$ cat config.mk
export PLATFORM = sky130hd
export DESIGN_NAME = sfp_control_status_pins
export DESIGN_NICKNAME = d
export VERILOG_FILES = /design/src/core/sfp_control_status_pins.v
export VERILOG_INCLUDE_DIRS = /design/src /design/src/core
export SDC_FILE = /design/constraint.sdc
export NUM_CORES = 1
export LEC_CHECK = 0
export BUFFER_PORTS_ARGS = -buffer_cell sky130_fd_sc_hd__clkbuf_2
export CAP_MARGIN = 20
export CORE_MARGIN = 3
export CORE_UTILIZATION = 51
export DETAILED_ROUTE_END_ITERATION = 10
export PLACE_DENSITY = 0.75
export SKIP_LAST_GASP = 1
export SLEW_MARGIN = 5
export SYNTH_ARGS = -nofsm -noshare
export SYNTH_HDL_FRONTEND = slang
export SYNTH_SLANG_ARGS = --single-unit
$ cat constraint.sdc
create_clock -name sys_clk -period 1.3 [get_ports sys_clk]
set_input_delay 0.26 -clock sys_clk [delete_from_list [all_inputs] [get_ports sys_clk]]
set_output_delay 0.26 -clock sys_clk [all_outputs]
set_load 0.01 [all_outputs]
$ cat src/core/sfp_pins_defs.vh
// Constants for the transceiver control and status pin block.
// Assumes inclusion by bare name from core/ design files.
`ifndef SFP_PINS_DEFS_VH
`define SFP_PINS_DEFS_VH

// ==========================================================
// Register addresses (byte addresses, 8-bit data)
`define ADDR_STATUS      8'h00
`define ADDR_CONTROL     8'h01
`define ADDR_USER_CTL    8'h02
`define ADDR_VENDOR_CFG1 8'h03
`define ADDR_APC_CFG     8'h04
`define ADDR_RX_TRIM     8'h05
`define ADDR_GPO_CFG     8'h06
`define ADDR_IRQ_STAT    8'h07
`define ADDR_IRQ_MASK    8'h08

// ==========================================================
// Status register fields
`define ST_TX_OFF        0
`define ST_TX_FAULT      1
`define ST_RATE_SEL      2
`define ST_RX_MISSING    3

// Control register fields
`define CT_SOFT_TX_OFF   0
`define CT_SOFT_RATE     1
`define CT_INT_FAULT     2
`define CT_MF_IS_INPUT   3
`define CT_LASER_SHUTDOWN_OUTPUT_POL      4
`define CT_RS_GPO_MODE   5

// User control register field
`define UC_IRQ_OE        4

// Vendor config 1 field
`define VC_ZONE_REMOTE   0

// AUTO_POWER_CONTROL config fields
`define APC_QUARTER      0
`define APC_POL_INV      1
`define APC_SCALE_LO     2
`define APC_SCALE_HI     3

// Rx trim width
`define TRIM_MSB         4

// GENERAL_OUTPUT_MODE config field
`define GPO_LEVEL        0

// Interrupt event bit positions
`define EV_TX_OFF        0
`define EV_TX_FAULT      1
`define EV_RATE_SEL      2
`define EV_RX_MISSING    3
`define EV_MSB           3

// Reset values
`define RST_BYTE         8'h00
`define RST_TRIM         5'h10
`define RST_EV           4'h0
`define RST_ARM          4'h0

// Event detection stays off for this many edges, plus one, after reset
`define ARM_MSB          3

`endif

$ cat src/core/sfp_control_status_pins.v
// Control and status pin logic of an optical transceiver management chip.
// Assumes one 250 MHz clock, pins passing two flip-flop synchronisers,
// and a plain register port from the management interface.
// Open-drain pins arrive as a data bit, an active-low enable and, except for
// the supply sense or irq pin, the sensed wire level; pull-ups sit outside the block.
//
// Notes on behaviour
// - Transmitter off when pin or soft bit
// - Transmit-off pin mirrored into status bit
// - Open-drain fault output, state mirrored into status
// - Enable bit selects analog sense or irq output
// - Rate output is input OR soft bit
// - Rate-select input mirrored into status bit
// - Shutdown output asserted on fault, programmable polarity
// - External fault input ORed into fault output
// - Zone bit picks internal or remote temperature
// - Five-bit trim tap for receive power
// - Photodiode range full or quarter span
// - Feedback polarity and scale from config bits
// - Signal-missing open-drain output, status mirrors pin
// - Rate output open-drain, or general-output mode
//
// The register offsets and strobed register access are this design's own decisions.
`timescale 1ns/1ps
`default_nettype none
`include "sfp_pins_defs.vh"

module sfp_control_status_pins (
    input  wire       sys_clk,
    input  wire       rst_b,
    // Register port
    input  wire [7:0] reg_addr,
    input  wire [7:0] reg_wdata,
    input  wire       reg_wr,
    input  wire       reg_rd,
    output reg  [7:0] reg_rdata,
    // Pins
    input  wire       transmit_off_input,
    input  wire       rate_select_input,
    input  wire       rx_below_threshold,
    input  wire       transmit_fault_in,
    input  wire       rx_signal_missing_in,
    input  wire       rate_select_in,
    input  wire       multifunction_in,
    output reg        transmit_disable,
    output reg        transmit_fault_out,
    output reg        transmit_fault_oe_b,
    output reg        rx_signal_missing_out,
    output reg        rx_signal_missing_oe_b,
    output reg        rate_select_out,
    output reg        rate_select_oe_b,
    output reg        multifunction_out,
    output reg        multifunction_oe_b,
    output reg        supply_sense_or_irq_out,
    output reg        supply_sense_or_irq_oe_b,
    output reg        supply_sense_analog_en,
    output reg        temp_zone_remote,
    output reg  [4:0] rx_gain_trim_tap,
    output reg        mpd_range_quarter,
    output reg        apc_feedback_invert,
    output reg  [1:0] apc_feedback_scale,
    output reg        irq
);

    // ==========================================================
    // Pin synchronisers
    // Only the second stage is read, so a metastable first stage never fans out
    localparam NSYNC = 5;
    // Status and rate output follow the rate-select input pin. The sensed
    // rate output wire is left unread: feeding it back through the OR
    // would hold the released open-drain line high for good.
    wire [NSYNC-1:0] raw_pins = {multifunction_in, rate_select_input, rx_signal_missing_in,
                                 transmit_fault_in, transmit_off_input};
    reg  [NSYNC-1:0] sync_a;
    reg  [NSYNC-1:0] sync_b;

    genvar g;
    generate
        for (g = 0; g < NSYNC; g = g + 1) begin : g_sync
            always @(posedge sys_clk or negedge rst_b) begin
                if (!rst_b) begin
                    sync_a[g] <= 1'b0;
                    sync_b[g] <= 1'b0;
                end else begin
                    sync_a[g] <= raw_pins[g];
                    sync_b[g] <= sync_a[g];
                end
            end
        end
    endgenerate

    wire tx_off_pin   = sync_b[0];
    wire tx_fault_pin = sync_b[1];
    wire rx_miss_pin  = sync_b[2];
    wire rate_sel_pin = sync_b[3];
    wire mf_pin       = sync_b[4];

    // rx_below_threshold comes from the on-chip comparator, same clock
    wire rx_below = rx_below_threshold;

    // ==========================================================
    // Event arming
    // Sensed open-drain pins sit at their pull-up level in reset and drop
    // once the drivers take over; that drop and the synchroniser fill
    // would otherwise post false events right after reset.
    // Limitation: a pin change inside this short window is not reported
    // as an event, though its level still shows in the status register.
    reg  [`ARM_MSB:0] arm_sr;
    wire              armed = arm_sr[`ARM_MSB];

    always @(posedge sys_clk or negedge rst_b) begin
        if (!rst_b) begin
            arm_sr <= `RST_ARM;
        end else begin
            arm_sr <= {arm_sr[`ARM_MSB-1:0], 1'b1};
        end
    end

    // ==========================================================
    // Registers
    // Map: live pin status (read only), control, user control, vendor
    // config 1, power-control config, receive trim, general output level,
    // event status (write one to clear) and event mask. Unmapped reads
    // return zero and unmapped writes are dropped.
    reg [7:0]        control;
    reg [7:0]        user_control_register;
    reg [7:0]        vendor_config_reg1;
    reg [7:0]        apc_config;
    reg [4:0]        rx_gain_trim_pot;
    reg [7:0]        gpo_config;
    reg [`EV_MSB:0]  irq_status;
    reg [`EV_MSB:0]  irq_mask;
    reg [`EV_MSB:0]  prev_levels;

    function wr_hit;
        input [7:0] a;
        begin
            wr_hit = reg_wr && (reg_addr == a);
        end
    endfunction

    // Control register, from bit 0 upwards: soft transmit off, soft rate
    // select, internal fault source, multifunction as input, shutdown
    // polarity and rate pin in general-output mode.
    wire soft_transmit_off_bit = control[`CT_SOFT_TX_OFF];
    wire soft_rate_select_bit  = control[`CT_SOFT_RATE];
    wire mf_is_input           = control[`CT_MF_IS_INPUT];
    wire irq_output_enable     = user_control_register[`UC_IRQ_OE];

    // Pin levels mirrored continuously into status
    wire [`EV_MSB:0] levels = {rx_miss_pin, rate_sel_pin, tx_fault_pin, tx_off_pin};

    // Any level change is an interrupt event once the block is armed
    wire [`EV_MSB:0] events = (levels ^ prev_levels) & {(`EV_MSB+1){armed}};

    // ==========================================================
    // Fault and derived combinational values
    // The internal fault bit stands in for the analog fault comparators,
    // which sit outside this block.
    wire ext_fault   = mf_is_input & mf_pin;
    wire fault_any   = control[`CT_INT_FAULT] | ext_fault;
    wire next_irq    = |(irq_status & irq_mask);
    wire rate_drive  = rate_sel_pin | soft_rate_select_bit;

    always @(posedge sys_clk or negedge rst_b) begin
        if (!rst_b) begin
            control               <= `RST_BYTE;
            user_control_register <= `RST_BYTE;
            vendor_config_reg1    <= `RST_BYTE;
            apc_config            <= `RST_BYTE;
            rx_gain_trim_pot      <= `RST_TRIM;
            gpo_config            <= `RST_BYTE;
            irq_mask              <= `RST_EV;
            prev_levels           <= `RST_EV;
        end else begin
            if (wr_hit(`ADDR_CONTROL))
                control <= reg_wdata;
            if (wr_hit(`ADDR_USER_CTL))
                user_control_register <= reg_wdata;
            if (wr_hit(`ADDR_VENDOR_CFG1))
                vendor_config_reg1 <= reg_wdata;
            if (wr_hit(`ADDR_APC_CFG))
                apc_config <= reg_wdata;
            if (wr_hit(`ADDR_RX_TRIM))
                rx_gain_trim_pot <= reg_wdata[`TRIM_MSB:0];
            if (wr_hit(`ADDR_GPO_CFG))
                gpo_config <= reg_wdata;
            if (wr_hit(`ADDR_IRQ_MASK))
                irq_mask <= reg_wdata[`EV_MSB:0];
            prev_levels <= levels;
        end
    end

    // ==========================================================
    // Sticky event bits, one flop per bit, write one to clear
    // Each bit sets on a change of its pin level in either direction
    generate
        for (g = 0; g <= `EV_MSB; g = g + 1) begin : g_event
            always @(posedge sys_clk or negedge rst_b) begin
                if (!rst_b) begin
                    irq_status[g] <= 1'b0;
                end else if (events[g]) begin
                    // A new event wins over a clear in the same cycle
                    irq_status[g] <= 1'b1;
                end else if (wr_hit(`ADDR_IRQ_STAT) && reg_wdata[g]) begin
                    irq_status[g] <= 1'b0;
                end
            end
        end
    endgenerate

    // ==========================================================
    // Read port: data valid the cycle after the strobe
    // Zero outside the read slot, so an OR-ed read bus above needs no gating
    reg [7:0] next_rdata;

    always @* begin
        next_rdata = `RST_BYTE;
        if (reg_rd) begin
            case (reg_addr)
                `ADDR_STATUS:      next_rdata = {4'h0, levels};
                `ADDR_CONTROL:     next_rdata = control;
                `ADDR_USER_CTL:    next_rdata = user_control_register;
                `ADDR_VENDOR_CFG1: next_rdata = vendor_config_reg1;
                `ADDR_APC_CFG:     next_rdata = apc_config;
                `ADDR_RX_TRIM:     next_rdata = {3'h0, rx_gain_trim_pot};
                `ADDR_GPO_CFG:     next_rdata = gpo_config;
                `ADDR_IRQ_STAT:    next_rdata = {4'h0, irq_status};
                `ADDR_IRQ_MASK:    next_rdata = {4'h0, irq_mask};
                default:           next_rdata = `RST_BYTE;
            endcase
        end
    end

    always @(posedge sys_clk or negedge rst_b) begin
        if (!rst_b) begin
            reg_rdata <= `RST_BYTE;
        end else begin
            reg_rdata <= next_rdata;
        end
    end

    // ==========================================================
    // Transmit path outputs
    // Open-drain fault: pull low while healthy, release on fault so the
    // host sees a high level through its pull-up
    always @(posedge sys_clk or negedge rst_b) begin
        if (!rst_b) begin
            transmit_disable    <= 1'b0;
            transmit_fault_out  <= 1'b0;
            transmit_fault_oe_b <= 1'b1;
        end else begin
            transmit_disable    <= tx_off_pin | soft_transmit_off_bit;
            transmit_fault_out  <= 1'b0;
            transmit_fault_oe_b <= fault_any;
        end
    end

    // ==========================================================
    // Receive signal-missing output
    // Released, never driven high, so another circuit may wire-OR onto
    // the line; the status bit reads the sensed wire, not this flop.
    always @(posedge sys_clk or negedge rst_b) begin
        if (!rst_b) begin
            rx_signal_missing_out  <= 1'b0;
            rx_signal_missing_oe_b <= 1'b1;
        end else begin
            rx_signal_missing_out  <= 1'b0;
            rx_signal_missing_oe_b <= rx_below;
        end
    end

    // ==========================================================
    // Rate-select output
    // Rate mode is open-drain only, so several sources may share the line;
    // general-output mode drives both levels from the stored level bit.
    always @(posedge sys_clk or negedge rst_b) begin
        if (!rst_b) begin
            rate_select_out  <= 1'b0;
            rate_select_oe_b <= 1'b1;
        end else if (control[`CT_RS_GPO_MODE]) begin
            rate_select_out  <= gpo_config[`GPO_LEVEL];
            rate_select_oe_b <= 1'b0;
        end else begin
            rate_select_out  <= 1'b0;
            rate_select_oe_b <= rate_drive;
        end
    end

    // ==========================================================
    // Multifunction pin: shutdown output or external fault input
    // As an input the pin is released and its sensed level joins the
    // fault OR; as an output it follows the fault with selectable polarity.
    always @(posedge sys_clk or negedge rst_b) begin
        if (!rst_b) begin
            multifunction_out  <= 1'b0;
            multifunction_oe_b <= 1'b1;
        end else if (mf_is_input) begin
            multifunction_out  <= 1'b0;
            multifunction_oe_b <= 1'b1;
        end else begin
            multifunction_out  <= fault_any ^ control[`CT_LASER_SHUTDOWN_OUTPUT_POL];
            multifunction_oe_b <= 1'b0;
        end
    end

    // ==========================================================
    // Supply sense or interrupt pin
    // The converter input is enabled only while the pin is not an output,
    // so it never measures the interrupt drive.
    always @(posedge sys_clk or negedge rst_b) begin
        if (!rst_b) begin
            supply_sense_analog_en   <= 1'b1;
            supply_sense_or_irq_out  <= 1'b0;
            supply_sense_or_irq_oe_b <= 1'b1;
            irq                      <= 1'b0;
        end else begin
            supply_sense_analog_en   <= ~irq_output_enable;
            supply_sense_or_irq_out  <= 1'b0;
            supply_sense_or_irq_oe_b <= ~(irq_output_enable & next_irq);
            irq                      <= next_irq;
        end
    end

    // ==========================================================
    // Analog configuration outputs
    // Plain registered copies; the analog side treats them as static
    // settings, so no handshake guards a change.
    always @(posedge sys_clk or negedge rst_b) begin
        if (!rst_b) begin
            temp_zone_remote    <= 1'b0;
            rx_gain_trim_tap    <= `RST_TRIM;
            mpd_range_quarter   <= 1'b0;
            apc_feedback_invert <= 1'b0;
            apc_feedback_scale  <= 2'h0;
        end else begin
            temp_zone_remote    <= vendor_config_reg1[`VC_ZONE_REMOTE];
            rx_gain_trim_tap    <= rx_gain_trim_pot;
            mpd_range_quarter   <= apc_config[`APC_QUARTER];
            apc_feedback_invert <= apc_config[`APC_POL_INV];
            apc_feedback_scale  <= apc_config[`APC_SCALE_HI:`APC_SCALE_LO];
        end
    end

endmodule // sfp_control_status_pins
`default_nettype wire

## Word level (Yosys, flattened, before mapping)

Cells that the tools add are included.

| operators by class | value |
|---|---|
| add/sub/neg operators | 0 |
| multipliers | 0 |
| div/mod/pow operators | 0 |
| $lt $le $gt $ge | 0 |
| equal/unequal tests | 8 |
| shift-type cells | 0 |
| mux-type cells | 14 |
| bitwise operators | 11 |
| reduce and logical (&&, ||, !) cells | 18 |

Operator list:

| kind | count |
|---|---|
| one-hot mux 8 bit (9 select lines) | 1 |
| equality test 8 x 3 -> 1 bit, second input constant | 4 |
| equality test 8 x 2 -> 1 bit, second input constant | 2 |
| logical AND 1 bit | 12 |
| two-way mux 1 bit | 12 |
| bitwise AND 4 bit | 2 |
| equality test 8 x 1 -> 1 bit, second input constant | 1 |
| equality test 8 x 4 -> 1 bit, second input constant | 1 |
| logical NOT 8 bit | 1 |
| two-way mux 8 bit | 1 |
| nonzero test 2 bit | 4 |
| OR reduction 4 bit | 1 |
| XOR 4 bit | 1 |
| OR 1 bit | 3 |
| bitwise AND 1 bit | 2 |
| NOT 1 bit | 2 |
| XOR 1 bit | 1 |

| word-level totals | value |
|---|---|
| register bits | 99 |
| bits in latches | 0 |
| bits in writable memories | 0 |
| bits in read-only memories | 0 |
| bits of input ports | 27 |
| output and inout bits | 31 |
| word-level logic and storage cells | 90 |
| memories | 0 |

## Logic depth before layout (Yosys ltp)

| logic depth | value |
|---|---|
| depth after elaboration | 5 |
| mapped depth | 7 |
| depth with buffers taken out | 4 |

## Worst setup path after synthesis

No wires, ideal clock.

| path | value |
|---|---|
| path kind | input-to-reg |
| start | in reg_addr[5] |
| end | reg gpo_config[0] |
| setup time | 0.125 ns |
| arrival | 1.938 ns |
| required time | 1.175 ns |
| slack | -0.763 ns |
| stages | 4 |
| path buffers | 0 |
| path through | or4_4 -> or3_4 -> nor3b_4 -> mux2_2 |

| between the ends | value |
|---|---|
| cells in the longest elaborated chain, start to end | 2 |

Ends and longest elaborated chain:

| what | line | source |
|---|---|---|
| from (decl) | sfp_control_status_pins.v:32 | `input wire [7:0] reg_addr,` |
| equality test 8 x 3 -> 1 bit | sfp_control_status_pins.v:138 | `wr_hit = reg_wr && (reg_addr == a);` |
| logical AND 1 bit | sfp_control_status_pins.v:138 |  |
| to (signal assigned) | sfp_control_status_pins.v:172 | `` gpo_config <= `RST_BYTE; `` |
| to (signal assigned) | sfp_control_status_pins.v:187 | `gpo_config <= reg_wdata;` |
| to (decl) | sfp_control_status_pins.v:130 | `reg [7:0] gpo_config;` |

Every way passes these cells.
A chain may end at the register's enable or synchronous reset.

## Worst setup path after layout

| path | value |
|---|---|
| start | in reg_addr[5] |
| end | reg gpo_config[3] |

Same word-level chain as after synthesis.

==> summary.md <==
| Metric | Value |
|---|---|
| Run status | `complete, but fails checks` |
| Failing checks | `setup timing` |
| Nets@finish | `404` |
| Antenna viol nets, final | `0` |
| # rows | `31` |
| Hold crit path type | `input pin to flop` |
| CP top delay family | `simple AND/OR/NAND/NOR gates` |
| Wire length on met3 | `485 um` |
| Endpoints failing setup | `53` |
| Number of flops mapped to enable cells by yosys | `0` |
| M1 WL | `3670 um` |
| Clk_skew | `0.0141 ns` |
| Commonest non-fill, non-tap cell in the layout | `dfrtp_1` |
| Synth cell types | `41` |
| DR top layer | `met4` |
| H-tree Lvls | `3` |
| Pre-antenna DRT Iters | `4` |
| CTS root buffer | `clkbuf_8` |
| Vias in the first global route | `2774` |
| Yosys reg bits | `99` |
| CTS max path bufs | `2` |
| Worst slack, placed | `-0.843 ns` |
| Chip Height | `93.2 um` |
| Input/output buffers | `53` |
| Critical Path Fanout Max | `8` |
| Slowest CP cell | `or4_4` |
| Final Max Slew Viols | `0` |
| Die width | `93.2 um` |
| Share of cells above drive strength 1 | `0.518` |
| CP Class | `input pin to flop` |
| CP bufs+invs | `2` |
| Worst-Skew Late Latency | `0.37 ns` |
| First-pass GRT wire length | `14200 um` |
| Met2 routed WL | `4240 um` |
| Initial antenna violation count | `0` |
| Worst VDD drop | `553 uV` |
| Period utilization | `1.37` |
| Internal Pwr Total | `0.00430 W` |
| Post-synth top area share | `0.587` |
| Max incr delay on CP | `0.53 ns` |
| Syn_area_per_cell | `14.6 sq um` |
| Cell taking the most area after synthesis | `dfrtp_1` |
| Starting Density | `0.529` |
| Sequential-to-total area share from yosys stat | `0.641` |
| Synth Flop Type | `dfrtp_1` |
| Cell count after placement | `456` |
| Net Sw Power | `0.00149 W` |
| Switching Share | `0.257` |
| DR vias | `2596` |
| Final Wtd Congestion | `0.847` |
| GRT Overall Usage | `0.216` |
| Post-synthesis cell count | `265` |
| ANT cells | `0` |
| Clk slew on worst S/H paths | `0.09 ns` |
| Adder-cell area share of the yosys netlist | `0` |
| Worst-path cell chain | `buf_6 -> or4_4 -> or3_4 -> nor3b_4 -> buf_12 -> mux2_2` |
| Compound-Gate Fraction of Synth Area | `0.0587` |
| Clock power frac | `0.330` |
| Mapped Area | `3880 sq um` |
| PwrDens | `1130 nW/um^2` |
| RSZ-0062 raised after global routing | `yes` |
| CTS sink cnt | `99` |
| Flop pwr share | `0.570` |
| F_max | `563 MHz` |
| Largest cells by area after synthesis | `dfrtp_1 (59%), mux2_2 (15%), dfstp_2 (5.4%), mux2i_1 (3.6%), a22oi_1 (1.4%)` |
| # IOs | `58` |
| Final Critical Period | `1.78 ns` |
| DRT iter0 DRCs | `120` |
| Num CTS Buffers | `9` |
| Area of the core | `7330 sq um` |
| Largest net degree at the start of global routing | `40` |
| Data required time of the worst path | `1.54 ns` |
| Final hold vios | `0` |
| Cell Count, Final, Fillers Out | `481` |
| Final WL | `8590 um` |
| Main combinational cell family by area after synthesis | `multiplexers` |
| Max Cap Viol | `0` |
| WL per Instance | `17.8 um` |
| Mux share of post-synthesis cell area | `0.201` |
| Gate power share | `0.101` |
| DRC viols | `0` |
| CP Capture Type | `flop` |
| Final WS setup | `-0.476 ns` |
| CTS tree | `built` |
| Die ar. | `8690 sq um` |
| Simple logic cell fraction of the synthesized area | `0.0706` |
| Area grow syn2layout | `31.7%` |
| Grt ovf | `0` |
| Routed vias/inst | `5.40` |
| Ys Warns | `0` |
| Hpwl dp | `5930 um` |
| CP arrival | `2.02 ns` |
| Post-Synth XOR/XNOR Area | `0.0113` |
| Most frequent cells in the layout | `dfrtp_1 (91), mux2_2 (45), clkbuf_2 (45)` |
| Setup crit start kind | `input pin` |
| P_leak | `2.51 nW` |
| Post-synth ARST share | `1.00` |
-- per-stage QoR --
stage | hold WS (ns) | TNS, ns | power, W | area, sq um | utilization
6_report | 0.202 | -18.19 | 0.00579 | 5110 | 0.697
3_5_place_dp | 0.201 | -38.87 | 0.00389 | 4720 | 0.643
2_1_floorplan | -0.0356 | -28.12 | 0.00359 | 3990 | -
4_1_cts | 0.189 | -16.91 | 0.00580 | 5040 | 0.688
3_3_place_gp | 0.195 | -38.01 | 0.00387 | 4720 | 0.643
5_1_grt | 0.198 | -19.71 | 0.00603 | 5110 | 0.697
-- final timing paths --
check	endpoint	cells past startpoint	startpoint	slack, ns
max	gpo_config[3]	6	reg_addr[5]	-0.48
max reg2reg	reg_rdata[0]	3	tx_off_pin	-0.01
min	user_control_register[5]	2	reg_wdata[5]	0.20
min in group asynchronous	prev_levels[0]	2	rst_b	0.34
max in group asynchronous	rx_signal_missing_oe_b	3	rst_b	0.42
min reg2reg	tx_fault_pin	0	sync_a[1]	0.36
-- sequential cells by signal, summed over array words and instances (netlist names), 5 cells and up --
signal / count
gpo_config: 8
apc_config: 8
vendor_config_reg1: 8
rx_gain_trim_tap: 5
sync_a: 5
user_control_register: 8
control: 8
rx_gain_trim_pot: 5
reg_rdata: 8
-- power groups by stage --
stage               Clock, W  Sequential [W]  Combinational [W]
floorplan                  0         0.00335           0.000242
global placement           0         0.00335           0.000526
detailed placement         0         0.00335           0.000537
CTS                  0.00194         0.00329           0.000566
global route         0.00208         0.00331           0.000638
finish               0.00191         0.00330           0.000583
-- repair_timing --
| item | CTS | global route |
|---|---|---|
| resized for setup | 12 | 17 |
| endpoints found under the setup margin | 53 | 60 |
| pin swaps | 4 | 0 |
| hold endpoints to repair | 25 | 0 |
| buffers inserted | 1 | 1 |
| hold buffers | 7 | 0 |
-- cells in the mapped netlist (all sizes together), types with 3 or more instances --
| master | instances |
|---|---|
| nand3 | 5 |
| mux2i | 14 |
| mux2 | 53 |
| dfrtp | 91 |
| o21ai | 4 |
| nor2 | 13 |
| a22o | 4 |
| o22a | 3 |
| a21oi | 3 |
| a22oi | 7 |
| a221oi | 3 |
| nand2 | 10 |
| dfstp | 8 |
| xor2 | 4 |
| clkbuf | 3 |
| buf | 8 |
-- final cells by class --
cell class                      instances  area (sq um)
Clock buffer                           10           138
Timing Repair Buffer                  110           848
Inverter                                1          3.75
Multi-Input combinational cell        156          1460
Tap cell                               99           124
Sequential cell                        99          2490
Fill cell                             499          2220
Clock inverter                          6          53.8
-- per-layer routing --
metal / vias up / GRT usage
met5: - / 0
met4: 0 / 0.0916
met3: 14 / 0.0531
met2: 84 / 0.347
met1: 1325 / 0.279
li1: 1173 / -
-- kinds of logic after synthesis --
family | Yosys count
flip-flops | 99
buffers and inverters | 12
XOR/XNOR | 5
AND/OR/NAND/NOR | 47
AO/OA/AOI/OAI | 31
other | 2
multiplexers | 69
(Power assumes the default switching activity.)
